## src/core/ddtf_consts.svh

```systemverilog
`ifndef DDTF_CONSTS_SVH
`define DDTF_CONSTS_SVH

// Register offsets, byte addresses on the plain port
`define DDTF_ADDR_W 8
`define DDTF_OFF_STATUS 8'h00
`define DDTF_OFF_RX_WORD 8'h04
`define DDTF_OFF_TX_WORD 8'h08
`define DDTF_OFF_IRQ_STS 8'h0c
`define DDTF_OFF_IRQ_MASK 8'h10

// Status and control field positions
`define DDTF_BIT_RX_LIVE 0
`define DDTF_BIT_TX_LIVE 1
`define DDTF_BIT_RX_LAT 2
`define DDTF_BIT_TX_LAT 3
`define DDTF_MODE_LSB 4
`define DDTF_MODE_MSB 5

// Channel mode encodings and reset values
`define DDTF_MODE_NONBLOCK 2'h0
`define DDTF_MODE_RESET 2'h0
`define DDTF_WORD_RESET 32'h0000_0000

// Interrupt event bits
`define DDTF_EVT_W 4
`define DDTF_EVT_RX_DROP 0
`define DDTF_EVT_TX_REFUSE 1
`define DDTF_EVT_RX_ARRIVE 2
`define DDTF_EVT_TX_DRAIN 3
`define DDTF_EVT_RESET 4'h0

`endif

```

## src/core/ddtf_pkg.sv

```systemverilog
package ddtf_pkg;
    typedef logic [31:0] ddtf_word_type;
    typedef logic [7:0] ddtf_addr_type;
    typedef logic [1:0] ddtf_mode_type;
    typedef logic [3:0] ddtf_evt_type;
endpackage

```

## src/core/ddtf_word_store.sv

```systemverilog
`timescale 1ns/100ps
`default_nettype none
`include "ddtf_consts.svh"

module ddtf_word_store (
    input wire logic i_clk,
    input wire logic i_rstn,
    input wire logic i_wr,
    input wire ddtf_pkg::ddtf_word_type i_wdata,
    output ddtf_pkg::ddtf_word_type o_word
);
    import ddtf_pkg::*;

    ddtf_word_type word_reg;
    ddtf_word_type word_next;

    // Hold the word unless a write is accepted
    always_comb begin
        word_next = i_wr ? i_wdata : word_reg;
    end

    // Storage flop, read straight out
    always_ff @(posedge i_clk or negedge i_rstn) begin
        if (!i_rstn) begin
            word_reg <= `DDTF_WORD_RESET;
        end else begin
            word_reg <= word_next;
        end
    end

    assign o_word = word_reg;
endmodule

`default_nettype wire

```

## src/core/ddtf_top.sv

```systemverilog
`timescale 1ns/100ps
`default_nettype none
`include "ddtf_consts.svh"

// Functional notes
// - In non-blocking mode keep latched rx/tx full flags gating debugger.
// - Core read of rx word clears live rx full; latched stays in non-blocking mode, follows live in blocking modes.
// - Debugger rx write is ignored while latched rx full is set.
// - Debugger status read copies live rx full into latched rx full.
// - Debugger rx write also refreshes latched rx full from live.
// - Status read or tx word read refreshes latched tx full.
module ddtf_top (
    input wire logic i_clk,
    input wire logic i_rstn,
    input wire ddtf_pkg::ddtf_addr_type i_addr,
    input wire ddtf_pkg::ddtf_word_type i_wdata,
    input wire logic i_we,
    input wire logic i_re,
    output ddtf_pkg::ddtf_word_type o_rdata,
    input wire logic i_core_rx_rd,
    output ddtf_pkg::ddtf_word_type o_core_rx_word,
    input wire logic i_core_tx_wr,
    input wire ddtf_pkg::ddtf_word_type i_core_tx_word,
    output logic o_rx_full_live,
    output logic o_tx_full_live,
    output logic o_irq
);
    import ddtf_pkg::*;

    ////////////////////////////////////////////////////////////////////////
    // State and decode

    logic rx_live_reg, rx_live_next;
    logic tx_live_reg, tx_live_next;
    logic rx_lat_reg, rx_lat_next;
    logic tx_lat_reg, tx_lat_next;
    ddtf_mode_type mode_reg, mode_next;
    ddtf_evt_type sts_reg, sts_next;
    ddtf_evt_type mask_reg, mask_next;
    ddtf_word_type rdata_reg, rdata_next;
    logic irq_reg, irq_next;
    ddtf_word_type rx_word;
    ddtf_word_type tx_word;
    ddtf_evt_type evt;
    logic nb, sts_rd, rx_wr, tx_rd, rx_gate, tx_gate, rx_accept, tx_take;

    // Access decode; gate flags depend on the channel mode
    always_comb begin
        nb = (mode_reg == `DDTF_MODE_NONBLOCK);
        sts_rd = i_re && (i_addr == `DDTF_OFF_STATUS);
        rx_wr = i_we && (i_addr == `DDTF_OFF_RX_WORD);
        tx_rd = i_re && (i_addr == `DDTF_OFF_TX_WORD);
        // Blocking modes gate on the live flags instead
        rx_gate = nb ? rx_lat_reg : rx_live_reg;
        tx_gate = nb ? tx_lat_reg : tx_live_reg;
        rx_accept = rx_wr && !rx_gate;
        tx_take = tx_rd && tx_gate;
    end

    ////////////////////////////////////////////////////////////////////////
    // Data words

    ddtf_word_store u_rx_store (
        .i_clk(i_clk),
        .i_rstn(i_rstn),
        .i_wr(rx_accept),
        .i_wdata(i_wdata),
        .o_word(rx_word)
    );

    ddtf_word_store u_tx_store (
        .i_clk(i_clk),
        .i_rstn(i_rstn),
        .i_wr(i_core_tx_wr),
        .i_wdata(i_core_tx_word),
        .o_word(tx_word)
    );

    ////////////////////////////////////////////////////////////////////////
    // Flag next state; sets win over clears in the same cycle

    always_comb begin
        rx_live_next = rx_live_reg;
        if (i_core_rx_rd) begin
            rx_live_next = 1'b0;
        end
        if (rx_accept) begin
            rx_live_next = 1'b1;
        end
        tx_live_next = tx_live_reg;
        if (tx_take) begin
            tx_live_next = 1'b0;
        end
        if (i_core_tx_wr) begin
            tx_live_next = 1'b1;
        end
        // In non-blocking mode latched copies move only on debugger accesses; blocking modes copy live every cycle
        rx_lat_next = rx_lat_reg;
        tx_lat_next = tx_lat_reg;
        if (!nb) begin
            rx_lat_next = rx_live_next;
            tx_lat_next = tx_live_next;
        end else if (sts_rd) begin
            rx_lat_next = rx_live_reg;
            tx_lat_next = tx_live_reg;
        end else if (rx_wr) begin
            // Stops a second unseen write sneaking in
            rx_lat_next = rx_live_next;
        end else if (tx_rd) begin
            tx_lat_next = tx_live_next;
        end
    end

    ////////////////////////////////////////////////////////////////////////
    // Software registers, interrupt and read data

    always_comb begin
        evt = `DDTF_EVT_RESET;
        evt[`DDTF_EVT_RX_DROP] = rx_wr && rx_gate;
        evt[`DDTF_EVT_TX_REFUSE] = tx_rd && !tx_gate;
        evt[`DDTF_EVT_RX_ARRIVE] = rx_accept;
        evt[`DDTF_EVT_TX_DRAIN] = tx_take;
        mode_next = mode_reg;
        mask_next = mask_reg;
        sts_next = sts_reg;
        if (i_we && i_addr == `DDTF_OFF_STATUS) begin
            mode_next = i_wdata[`DDTF_MODE_MSB:`DDTF_MODE_LSB];
        end
        if (i_we && i_addr == `DDTF_OFF_IRQ_MASK) begin
            mask_next = i_wdata[`DDTF_EVT_W-1:0];
        end
        if (i_we && i_addr == `DDTF_OFF_IRQ_STS) begin
            sts_next = sts_next & ~i_wdata[`DDTF_EVT_W-1:0];
        end
        // New events after the clear so they are never lost
        sts_next = sts_next | evt;
        irq_next = |(sts_next & mask_next);
        rdata_next = `DDTF_WORD_RESET;
        if (i_re) begin
            unique case (i_addr)
                `DDTF_OFF_STATUS: begin
                    rdata_next[`DDTF_BIT_RX_LIVE] = rx_live_reg;
                    rdata_next[`DDTF_BIT_TX_LIVE] = tx_live_reg;
                    rdata_next[`DDTF_BIT_RX_LAT] = rx_lat_reg;
                    rdata_next[`DDTF_BIT_TX_LAT] = tx_lat_reg;
                    rdata_next[`DDTF_MODE_MSB:`DDTF_MODE_LSB] = mode_reg;
                end
                `DDTF_OFF_TX_WORD: rdata_next = tx_word;
                `DDTF_OFF_IRQ_STS: rdata_next[`DDTF_EVT_W-1:0] = sts_reg;
                `DDTF_OFF_IRQ_MASK: rdata_next[`DDTF_EVT_W-1:0] = mask_reg;
                default: rdata_next = `DDTF_WORD_RESET;
            endcase
        end
    end

    // All state flops except the data words
    always_ff @(posedge i_clk or negedge i_rstn) begin
        if (!i_rstn) begin
            rx_live_reg <= 1'b0;
            tx_live_reg <= 1'b0;
            rx_lat_reg <= 1'b0;
            tx_lat_reg <= 1'b0;
            mode_reg <= `DDTF_MODE_RESET;
            sts_reg <= `DDTF_EVT_RESET;
            mask_reg <= `DDTF_EVT_RESET;
            rdata_reg <= `DDTF_WORD_RESET;
            irq_reg <= 1'b0;
        end else begin
            rx_live_reg <= rx_live_next;
            tx_live_reg <= tx_live_next;
            rx_lat_reg <= rx_lat_next;
            tx_lat_reg <= tx_lat_next;
            mode_reg <= mode_next;
            sts_reg <= sts_next;
            mask_reg <= mask_next;
            rdata_reg <= rdata_next;
            irq_reg <= irq_next;
        end
    end

    assign o_rdata = rdata_reg;
    assign o_core_rx_word = rx_word;
    assign o_rx_full_live = rx_live_reg;
    assign o_tx_full_live = tx_live_reg;
    assign o_irq = irq_reg;
endmodule

`default_nettype wire

```

## config.mk

```make
export PLATFORM = sky130hd
export DESIGN_NAME = ddtf_top
export DESIGN_NICKNAME = d
export VERILOG_FILES = /design/src/core/ddtf_pkg.sv /design/src/core/ddtf_word_store.sv /design/src/core/ddtf_top.sv
export VERILOG_INCLUDE_DIRS = /design/src /design/src/core
export SDC_FILE = /design/constraint.sdc
export NUM_CORES = 1
export LEC_CHECK = 0
export BUFFER_PORTS_ARGS = -buffer_cell sky130_fd_sc_hd__buf_4
export CAP_MARGIN = 10
export CORE_ASPECT_RATIO = 1.75
export CORE_UTILIZATION = 35
export CTS_BUF_LIST = sky130_fd_sc_hd__clkbuf_4 sky130_fd_sc_hd__clkbuf_8
export CTS_CLUSTER_SIZE = 40
export DETAILED_ROUTE_END_ITERATION = 10
export GPL_TIMING_DRIVEN = 1
export PLACE_DENSITY = 0.56
export SLEW_MARGIN = 30
export SYNTH_ARGS = -nofsm -noshare
export SYNTH_HDL_FRONTEND = slang
export SYNTH_SLANG_ARGS = --single-unit
```

## constraint.sdc

```tcl
create_clock -name i_clk -period 2.8 [get_ports i_clk]
set_input_delay 0.56 -clock i_clk [delete_from_list [all_inputs] [get_ports i_clk]]
set_output_delay 0.56 -clock i_clk [all_outputs]
set_load 0.005 [all_outputs]
```

; Yosys cells after proc, flatten, opt, wreduce, memory -nomap -nowiden
; Cells that the tools add are included.
; W data, S select, Z words.
[op_classes]
n_eq_ne = 7
mux = 19
bitwise = 4
reduce_logical = 16
[op_table]
columns = cell, count
row1 = $mux W32, 1
row2 = $mux W26, 1
row3 = $eq A8 B4 Y1 const B, 2
row4 = $pmux W4 S4, 1
row5 = $mux W1, 13
row6 = $logic_and A1 B1 Y1, 10
row7 = $and A4 B4 Y4, 2
row8 = $eq A8 B3 Y1 const B, 1
row9 = $eq A8 B5 Y1 const B, 1
row10 = $logic_not A8 Y1, 1
row11 = $mux W4, 2
row12 = $ne A3 B1 Y1 const B, 2
row13 = $not A4 Y4, 1
row14 = $or A4 B4 Y4, 1
row15 = $pmux W2 S2, 1
row16 = $reduce_or A4 Y1, 1
row17 = $ne A3 B3 Y1 const B, 1
row18 = $logic_not A1 Y1, 2
row19 = $logic_not A2 Y1, 1
row20 = $reduce_and A2 Y1, 1
[word_totals]
ff_bits = 111
inputBits = 78
out_inout_bits = 67
elab_cells = 57

; Depth between registers and ports, before layout
; Gate-level depths: netlist of the first run.
[depth]
depth_word = 9
mapped_depth = 6

; By module
; A second synthesis of the first run with hierarchy kept.
[hier_totals]
hier_cells = 296
hier_area_um2 = 4648.2
[modules_own_cells]
columns = module, n_inst, cells_each, area_per_inst_um2, seq_area_each_um2
row1 = ddtf_word_store, 2, 68, 1345.0, 800.8
row2 = ddtf_top, 1, 160, 1958.1, 1176.1

; Worst setup path after synthesis of the first run
; Ideal clock, no wire load.
[synth_path]
path_type = input to register
startpoint = input port i_addr[5]
endpoint = register u_rx_store.word_reg[26] (netlist: u_rx_store.o_word[26])
setup_ns = 0.125
t_arrival_ns = 2.371
required_ns = 2.675
slack_ns = 0.304
cell_stages = 6
n_path_buf = 2
cell_sequence = or4_1 buf_2 or3_1 nor3_4 buf_4 mux2_2
[synth_via]
elab_chain_len = 3
[synth_lines]
columns = item, line_no
row1 = from (decl), ddtf_top.sv:15  ; input wire ddtf_pkg::ddtf_addr_type i_addr,
row2 = $eq A8 B3 Y1 (no source line), n/a
row3 = $logic_and A1 B1 Y1, ddtf_top.sv:51  ; rx_wr = i_we && (i_addr == `DDTF_OFF_RX_WORD);
row4 = $logic_and A1 B1 Y1, ddtf_top.sv:56  ; rx_accept = rx_wr && !rx_gate;
row5 = to (signal assigned), ddtf_word_store.sv:25  ; word_reg <= `DDTF_WORD_RESET;
row6 = to (signal assigned), ddtf_word_store.sv:27  ; word_reg <= word_next;
row7 = to (decl), ddtf_word_store.sv:14  ; ddtf_word_type word_reg;
; No other way between the ends.
; A chain may end at the register's enable or synchronous reset.

; Worst setup path after layout of the first run
[layout_path]
startpoint = input port i_addr[5]
endpoint = register irq_reg (netlist: o_irq)
[layout_via]
elab_chain_len = 6
[layout_lines]
columns = item, line_no
row1 = $eq A8 B4 Y1, n/a
row2 = $logic_and A1 B1 Y1 (on tied branches), n/a
row3 = $mux W4 / $logic_and A1 B1 Y1 (equally long branches), "ddtf_top.sv:132, ddtf_top.sv:120"
row4 = $or A4 B4 Y4 *, ddtf_top.sv:136  ; sts_next = sts_next | evt;
row5 = via sts_next[1], ddtf_top.sv:38  ; ddtf_evt_type sts_reg, sts_next;
row6 = $and A4 B4 Y4 *, ddtf_top.sv:137  ; irq_next = |(sts_next & mask_next);
row7 = $reduce_or A4 Y1 *, ddtf_top.sv:137
row8 = via irq_next, ddtf_top.sv:41  ; logic irq_reg, irq_next;
row9 = to (signal assigned), ddtf_top.sv:177  ; irq_reg <= irq_next;
row10 = to (decl), ddtf_top.sv:41
; Mark *: on every way through the listed nets, which the timed path passes. The rest lies on a longest branch.

==> impl_metrics.csv, run 1 <==
group,metric,value,unit
run_status,outcome,"complete, no violations",
min_path,hold_path_class,"input port to async pin",
clocking,cts_root_buf,"clkbuf_8",
placement,port-buffer-count,144,
setup_path,crit_arrival,2650,ps
placement,dp_hpwl,6910,um
pwr,leakage,0.00294,uW
timing,skew,13.3,ps
route,ant_nets,0,
cells_and_area,fin_cells,616,
floorplan,fp-row-count,53,
synth,ys_ff_latch,111,
route,vias,2960,
setup_path,crit_fanout,6,
clocking,clk_pin_slew,100,ps
clocking,cts_tree,"yes",
floorplan,dieArea,12800,um2
timing,fin_hold_ws,128,ps
timing,period_share,85.7,%
cells_and_area,fin_nets,524,
clocking,htree_levels,3,
floorplan,fp.coreArea,12000,um2
cells_and_area,num_antenna_cells,0,
clocking,clock-sinks,111,
synth,synthFlopType,"dfrtp_1",
floorplan,die_h,149,um
timing,fin_crit,2400,ps
route,drc,0,
timing,report.final.slew_viol_count,0,
setup_path,cp_common_cell,"or4_1",
clocking,cts-resized-gates,0,
floorplan,pin_count,145,
global_routing,grt_pass1_wl,15600,um
pwr,ir_worst_vdd,321,uV
timing,setup_viol,0,
floorplan,start_util,36.0,%
pwr,p_clk_share,30.1,%
pwr,sw_frac_of_total,24.3,%
cells_and_area,layout.area.seq,2780,um2
route,wl,9590,um
placement,dpl.cell_count,600,
global_routing,grt_pass1_vias,3111,
synth,syn_area,4320,um2
setup_path,required,3050,ps
floorplan,chipWidth,85.9,um
global_routing,antenna_found_initial,0,
synth,synth_compound_area_share,5.25,%
setup_path,crit_chain,"buf_4 -> or4_1 -> or4_1 -> a32o_1 -> a22o_1 -> a221o_1",
clocking,holdBufCountCts,0,
timing,rsz0062_at_grt,"false",
cells_and_area,finalInstanceArea,5820,um2
cells_and_area,drive_gt1_share,53.7,%
synth,yosysSeqAreaShare,64.4,%
global_routing,globalRoute.totalOverflow,0,
setup_path,cp_slowest_cell,"or4_1",
cells_and_area,syn_to_final_growth,35.0,%
timing,tightestPinTransition,522,ps
pwr,power.density,514,nW/um2
synth,synthesis.nets,375,
route,wl_per_cell,15.6,um
synth,synth.mux.area_fraction,19.8,%
synth,synthSimpleGateAreaFrac,8.90,%
flow_run,drv_cap,0,
synth,synth_cells,297,
cells_and_area,multi_input_area,1470,um2
route,viasPerCell,4.81,
route,drt-initial-drc-count,130,
synth,synth_area_leaders,"dfrtp_1, mux2_2, and2_1, mux2_1, a22o_1",
clocking,clockBufferDepth,2,
pwr,switchingPower,728,uW
global_routing,grt_max_degree,80,
synth,synth_fa_ha_area_share,0,%
pwr,p_total,2990,uW
pwr,p_comb_share,11.8,%
clocking,insertion_delay,370,ps
placement,globalplace.congestion,0.783,
synth,synth.top_cell.area_share,64.4,%
global_routing,track_usage,16.1,%
clocking,cts-buffers-inserted,9,
synth,synth_edf_count,0,
cells_and_area,nFillCells,1133,
timing,hold_viol,0,
synth,yosys.area.top_type,"dfrtp_1",
setup_path,crit_path_start_kind,"input port",
synth,ys_types,37,
synth,synth_xor_area_share,0,%
clocking,cts_setup_buffers,0,
timing,fin_setup_tns,0,ps
synth,async_reset_ff_share,100,%
synth,synth_top_family_by_area,"multiplexers",
timing,max_clock_freq,417,MHz
pwr,p_int,2270,uW
route,firstDrtPassIters,4,
synth,ys_warn_count,0,
setup_path,end_kind,"flip-flop",
timing,relSlewSlack,64.9,%
setup_path,path_class,"input port to flip-flop",
placement,post_dp_cell_area,5640,um2
synth,syn_avg_cell_area,14.5,um2
pwr,pwr-share-seq,58.1,%
setup_path,max_stage_delay,670,ps
## synthesized netlist by cell type (3+ instances only)
cell and n:
dfrtp_1 111, mux2_2 66, mux2_1 9, a22o_1 8, nor3_1 3, a22oi_1 4
or4_1 4, and2_1 26, clkbuf_1 8, nor2_1 9, a21oi_1 5, nand2_1 8
buf_4 3
## layout make-up
class | count | area share [%]
multi-input combinational | 170 | 25.2
clock inverter | 5 | 0.666
timing repair buffer | 152 | 20.2
sequential | 111 | 47.7
tap | 165 | 3.54
clock buffer | 11 | 2.49
inverter | 2 | 0.129
## routing by layer
layer  global-route usage, %  vias to the layer above  share of wire [%]
met4                    9.58                        0                3.9
met1                    17.7                     1476                 37
met2                    27.5                      105                 53
met5                       0                        -                  0
met3                    4.21                       23                6.0
li1                        -                     1356                  -
## placed cells by master (no fill, tap or decap), types with 2 or more instances in the layout
master	Yosys	layout
or4_1	4	4
and2_1	26	26
nor4b_1	2	2
nand3_1	2	2
nor4_1	2	2
inv_6	0	2
dfrtp_1	111	111
inv_1	2	2
mux2_1	9	9
a21bo_2	2	2
clkbuf_8	0	10
a21o_1	2	2
a22o_1	8	8
nor3_1	3	2
nand2_1	8	8
a21oi_1	5	5
nor2_1	9	9
or2_2	2	2
mux2_2	66	66
or3b_2	2	2
buf_12	0	3
buf_4	3	149
a22oi_1	4	4
## path summary, 6_finish.rpt
check / from / slack, ps / end / depth (start not counted)
worst max-delay path: i_addr[5] / 400 / o_irq / 6
worst min-delay path: i_rstn / 130 / o_rdata[8] / 1
worst max register to register: mode_reg[1] / 700 / u_rx_store.o_word[7] / 5
worst min register to register: u_tx_store.o_word[11] / 480 / o_rdata[11] / 1
max in group asynchronous: i_rstn / 1890 / o_rdata[13] / 2
min in group i_clk: i_wdata[12] / 400 / u_rx_store.o_word[12] / 2
## through the flow
step / util (%) / setup slack, ps
floorplan: - / 304
global placement: 47.0 / 122
detailed placement: 47.0 / 55.7
CTS: 48.5 / 455
global route: 48.5 / 393
finish: 48.5 / 400
## power groups by stage
stage / Combinational [uW] / Sequential, uW / Clock [uW]
2_1_floorplan: 168 / 1760 / 0
3_3_place_gp: 352 / 1770 / 0
3_5_place_dp: 358 / 1770 / 0
4_1_cts: 359 / 1740 / 954
5_1_grt: 389 / 1760 / 1010
6_report: 352 / 1740 / 901
## logic make-up after synthesis
family	Yosys count
multiplexers	76
buffers and inverters	16
AO/OA/AOI/OAI	29
AND/OR/NAND/NOR	65
flip-flops	111
## critical path: cells and delay by family
family | cells | cell delay [ps]
simple gates | 2 | 1230
compound gates | 3 | 740
buf+inv | 1 | 110
Note: power is estimated with default switching activity, not from simulation.
==> run 2, diff against run 1 <==
- ABC_AREA: default -> 1
==> run 2 against run 1 <==
Effect of this change:
- maximum frequency rose by 21%
- wire length rose by 6.2%
- register-to-register slack improved by 120 ps
- sequential share of layout area fell by 0.52 points
- first-iteration DRC count rose by 3.1%
- count of clock-buffer cells in the layout fell by 1
- non-clock buffer count fell by 5
- synthesized cell count rose by 44%
- die area rose by 3.2%
- combinational power fell by 2%
- sequential power barely moved
- critical path type is now flip-flop to flip-flop
- largest cell class unchanged
- highest routed layer unchanged
==> impl_metrics.csv, run 2 <==
group,metric,value,unit
run_status,outcome,"complete, no violations",
synth,synth.top_cell.area_share,62.3,%
synth,async_reset_ff_share,100,%
timing,period_share,70.8,%
placement,dp_hpwl,7430,um
placement,post_dp_cell_area,5700,um2
clocking,cts_tree,"yes",
setup_path,crit_arrival,2240,ps
synth,synthesis.nets,506,
placement,port-buffer-count,144,
floorplan,dieArea,13200,um2
global_routing,grt_max_degree,66,
pwr,leakage,0.00328,uW
timing,hold_viol,0,
synth,synth_commonest_cells,"dfrtp_1, nand2_1, inv_1",
synth,syn_avg_cell_area,10.4,um2
setup_path,ff2ff_path_depth,5,
synth,synth_xor_area_share,0,%
synth,synthFlopType,"dfrtp_1",
timing,report.final.slew_viol_count,0,
synth,yosysSeqAreaShare,62.3,%
placement,globalplace.congestion,0.832,
clocking,insertion_delay,370,ps
clocking,clock-sinks,111,
setup_path,end_kind,"flip-flop",
synth,synth.mux.area_fraction,9.60,%
floorplan,fp.coreArea,12400,um2
global_routing,antenna_found_initial,0,
global_routing,track_usage,16.1,%
route,firstDrtPassIters,4,
route,drc,0,
cells_and_area,syn_to_final_growth,32.2,%
floorplan,pin_count,145,
floorplan,fp-row-count,54,
timing,max_clock_freq,504,MHz
cells_and_area,fin_nets,650,
route,vias,3295,
floorplan,chipWidth,87.3,um
clocking,htree_levels,3,
pwr,power.density,504,nW/um2
timing,rsz0062_at_grt,"false",
cells_and_area,drive_gt1_share,34.8,%
cells_and_area,layout_common_cells,"buf_4, dfrtp_1, nand2_1",
floorplan,start_util,35.8,%
synth,syn_area,4460,um2
timing,fin_setup_tns,0,ps
route,ant_nets,0,
clocking,cts_setup_buffers,0,
timing,skew,10.1,ps
timing,fin_crit,1980,ps
route,wl_per_cell,13.7,um
clocking,cts-buffers-inserted,9,
clocking,holdBufCountCts,0,
setup_path,crit_path_start_kind,"flip-flop",
synth,synth_cells,428,
setup_path,crit_fanout,37,
global_routing,globalRoute.totalOverflow,0,
flow_run,drv_cap,0,
min_path,hold_path_class,"input port to async pin",
timing,tightestPinTransition,672,ps
floorplan,die_h,151,um
setup_path,path_class,"flip-flop to flip-flop",
setup_path,worstReg2RegEnd,"u_rx_store.o_word[20]",
synth,synth_fa_ha_area_share,0,%
global_routing,grt_pass1_wl,16200,um
clocking,clk_pin_slew,110,ps
synth,synth_area_leaders,"dfrtp_1, mux2_4, nand2_1, inv_1, o21ai_0",
global_routing,grt_pass1_vias,3381,
timing,setup_viol,0,
synth,synth_top_family_by_area,"simple AND/OR/NAND/NOR gates",
setup_path,r2r_setup_slack,820,ps
cells_and_area,final_common_cell,"buf_4",
cells_and_area,finalInstanceArea,5890,um2
route,drt-initial-drc-count,134,
cells_and_area,num_antenna_cells,0,
pwr,ir_worst_vdd,209,uV
timing,relSlewSlack,55.2,%
synth,ys_ff_latch,111,
synth,ys_warn_count,0,
synth,synthSimpleGateAreaFrac,15.4,%
synth,synth_edf_count,0,
synth,synth_compound_area_share,5.73,%
synth,yosysMostFrequentCell,"dfrtp_1",
clocking,clockBufferDepth,2,
route,wl,10200,um
clocking,cts-resized-gates,0,
setup_path,required,3050,ps
setup_path,worstReg2RegStart,"mode_reg[1]",
route,viasPerCell,4.42,
clocking,cts_root_buf,"clkbuf_8",
synth,ys_types,20,
synth,yosys.area.top_type,"dfrtp_1",
-- run 2: per-stage QoR --
stage	total power, uW	util, %	hold slack [ps]	std cells	setup WS, ps
after floorplan	1900	-	264	428	1170
after global routing	3130	47.4	194	745	639
final	2970	47.4	177	745	817
after detailed placement	2100	45.9	468	729	580
after CTS	3020	47.4	174	745	814
after global placement	2090	45.9	465	729	607
-- run 2: power by group --
part	switching, uW	internal, uW	leakage (uW)
clock	551	348	0.0000888
sequential	37.0	1680	0.00148
combinational	179	166	0.00171
-- run 2: critical path, cell delays in order, from the launching register on --
cell and delay, ps:
dfrtp_1 430, nor2_4 210, nand2_1 80, nand2_1 120, nand3_4 510, mux2_4 500
-- run 2: layer usage --
metal	wire length (um)	part of all wire, %	up-vias	global-route usage, %
li1	-	-	1620	-
met1	4160	41	1561	18.8
met2	5330	52	101	28.5
met3	456	4.5	13	2.94
met4	239	2.3	0	7.13
met5	0	0	-	0
-- run 2: worst max path at each step --
stage | startpoint | end | slack, ps
final | mode_reg[1] | u_rx_store.o_word[20] | 820
after floorplan | i_addr[5] | u_rx_store.o_word[0] | 1170
after detailed placement | i_addr[7] | u_rx_store.o_word[28] | 580
after CTS | mode_reg[1] | u_rx_store.o_word[6] | 810
after global routing | mode_reg[1] | o_irq | 640
after global placement | i_addr[5] | u_rx_store.o_word[24] | 610
-- run 2: cell families (layout without fill, tap and decap cells) --
logic type	count (synthesis)	after routing
flops	111	111
buf+inv	76	225
mux	30	30
simple gates	163	163
compound gates	48	48
-- run 2: layout make-up --
cell class	count	area, um2
tap	168	210
sequential	111	2780
clock buffer	10	131
clock inverter	6	52.6
multi-input combinational	241	1370
fill	1230	6540
inverter	62	233
timing repair buffer	147	1120
==> run 3, diff against run 2 <==
- ABC_AREA: 1 -> 0
- clock period: 2.8 -> 2 ns (I/O delays scaled with it)
==> run 3 against run 2 <==
Effect of this change:
- critical path depth increased by 2
- the run now ends with negative setup slack left
- total power is 43% higher
- final cell count fell by 14%
- sequential share of layout area fell by 2.1 points
- worst setup slack got worse by 850 ps
- hold slack improved by 67 ps
- sequential cell count stayed put
- highest routed layer unchanged
- sequential power grew 42%
- count of clock-buffer cells in the layout stayed put
==> impl_metrics.csv, run 3 (synthesis gave the netlist of run 1 again) <==
group,metric,value,unit
run_status,outcome,"finished with violations",
run_status,violations,"negative setup slack",
placement,dpl.cell_count,621,
clocking,clock-sinks,111,
clocking,clk_pin_slew,100,ps
pwr,sw_frac_of_total,24.8,%
route,firstDrtPassIters,4,
timing,setup_viol,22,
cells_and_area,multi_input_area,1510,um2
clocking,cts-buffers-inserted,9,
cells_and_area,final_common_cell,"buf_4",
route,drc,0,
route,viasPerCell,4.74,
setup_path,worstReg2RegStart,"mode_reg[0]",
setup_path,crit_path_start,"i_addr[4]",
timing,relSlewSlack,68.6,%
route,drt-initial-drc-count,135,
floorplan,pin_count,145,
pwr,switchingPower,1050,uW
cells_and_area,syn_to_final_growth,42.6,%
setup_path,end_kind,"flip-flop",
route,wl,10400,um
clocking,cts_root_buf,"clkbuf_8",
pwr,p_total,4240,uW
floorplan,fp-row-count,53,
timing,skew,8.93,ps
cells_and_area,drive_gt1_share,57.3,%
min_path,hold_path_class,"input port to flip-flop",
setup_path,r2r_setup_slack,90,ps
pwr,p_int,3180,uW
route,wl_per_cell,16.2,um
timing,tightestPinTransition,471,ps
cells_and_area,fin_cells,643,
cells_and_area,fin_nets,551,
global_routing,globalRoute.totalOverflow,0,
pwr,p_clk_share,29.7,%
cells_and_area,layout_common_cells,"buf_4, dfrtp_1, mux2_2",
route,ant_nets,0,
min_path,min-delay-start,"i_core_rx_rd",
setup_path,required,2250,ps
placement,globalplace.congestion,0.761,
pwr,ir_worst_vdd,355,uV
floorplan,start_util,36.0,%
setup_path,ff2ff_path_depth,6,
min_path,min_delay_path_depth,2,
min_path,min_to,"rx_lat_reg",
global_routing,grt_pass1_vias,3307,
clocking,htree_levels,3,
cells_and_area,num_antenna_cells,0,
timing,report.final.slew_viol_count,0,
floorplan,dieArea,12800,um2
setup_path,crit_path_start_kind,"input port",
setup_path,path_class,"input port to flip-flop",
timing,hold_viol,0,
global_routing,grt_pass1_wl,16200,um
timing,rsz0062_at_grt,"true",
floorplan,chipWidth,85.9,um
setup_path,crit_arrival,2290,ps
setup_path,crit_fanout,10,
floorplan,fp.coreArea,12000,um2
timing,worst_slack,-35.4,ps
cells_and_area,nFillCells,1086,
placement,dpl_worst_slack,-434,ps
global_routing,antenna_found_initial,0,
route,vias,3046,
setup_path,worstReg2RegEnd,"u_rx_store.o_word[7]",
floorplan,die_h,149,um
timing,period_share,102,%
pwr,p_comb_share,12.6,%
flow_run,drv_cap,0,
clocking,cts_tree,"yes",
cells_and_area,layout.area.seq,2780,um2
placement,port-buffer-count,144,
placement,dp_hpwl,7560,um
pwr,leakage,0.00312,uW
pwr,power.density,688,nW/um2
global_routing,track_usage,16.6,%
timing,fin_crit,2040,ps
global_routing,grt_max_degree,46,
pwr,pwr-share-seq,57.7,%
clocking,clockBufferDepth,2,
timing,max_clock_freq,491,MHz
clocking,insertion_delay,360,ps
run 3: power groups by stage:
stage	combinational [uW]	sequential [uW]	clock, uW
6_report	534	2440	1260
5_1_grt	587	2460	1400
4_1_cts	535	2440	1320
3_5_place_dp	531	2490	0
3_3_place_gp	519	2480	0
2_1_floorplan	236	2470	0
run 3: cell type report:
| class | count | area share, % |
|---|---|---|
| tap | 165 | 3.35 |
| inverter | 2 | 0.122 |
| multi-input combinational | 170 | 24.5 |
| clock inverter | 6 | 0.711 |
| sequential | 111 | 45.1 |
| clock buffer | 10 | 2.24 |
| timing repair buffer | 179 | 23.9 |
run 3: worst max path at each step:
stage	to	cells after the start
6_report	u_rx_store.o_word[7]	7
5_1_grt	u_rx_store.o_word[0]	7
4_1_cts	o_irq	6
3_5_place_dp	u_rx_store.o_word[29]	6
3_3_place_gp	u_rx_store.o_word[6]	6
2_1_floorplan	u_rx_store.o_word[26]	6
run 3: metrics by stage:
| step | area, um2 | setup TNS (ps) | hold WS, ps | util [%] |
|---|---|---|---|---|
| final | 6160 | -523 | 243 | 51.3 |
| after global routing | 6160 | -697 | 223 | 51.3 |
| after detailed placement | 5840 | -13760 | 354 | 48.7 |
| after floorplan | 4340 | -10260 | 104 | - |
| after global placement | 5840 | -13140 | 349 | 48.7 |
| after CTS | 6040 | 0 | 218 | 50.3 |
run 3: what timing repair did:
item	CTS	global route
hold buffers	1	0
buffers inserted	0	3
resized for setup	0	10
cloned	0	2
endpoints found under the hold margin	25	0
setup endpoints to repair	19	22
pin swaps	1	3
run 3: worst max-delay path, stage by stage:
cell       delay, ps
buf_4            110
or4_4            560
or3_4            370
nor3_4           210
buf_12           150
clkbuf_16        150
mux2_2           320
run 3: metal layers:
metal / share of wire [%] / global-route usage [%] / vias up
met5: 0 / 0 / -
met4: 2.1 / 6.67 / 0
met3: 5.0 / 3.87 / 12
met2: 58 / 31.5 / 90
met1: 35 / 17.0 / 1539
li1: - / - / 1405
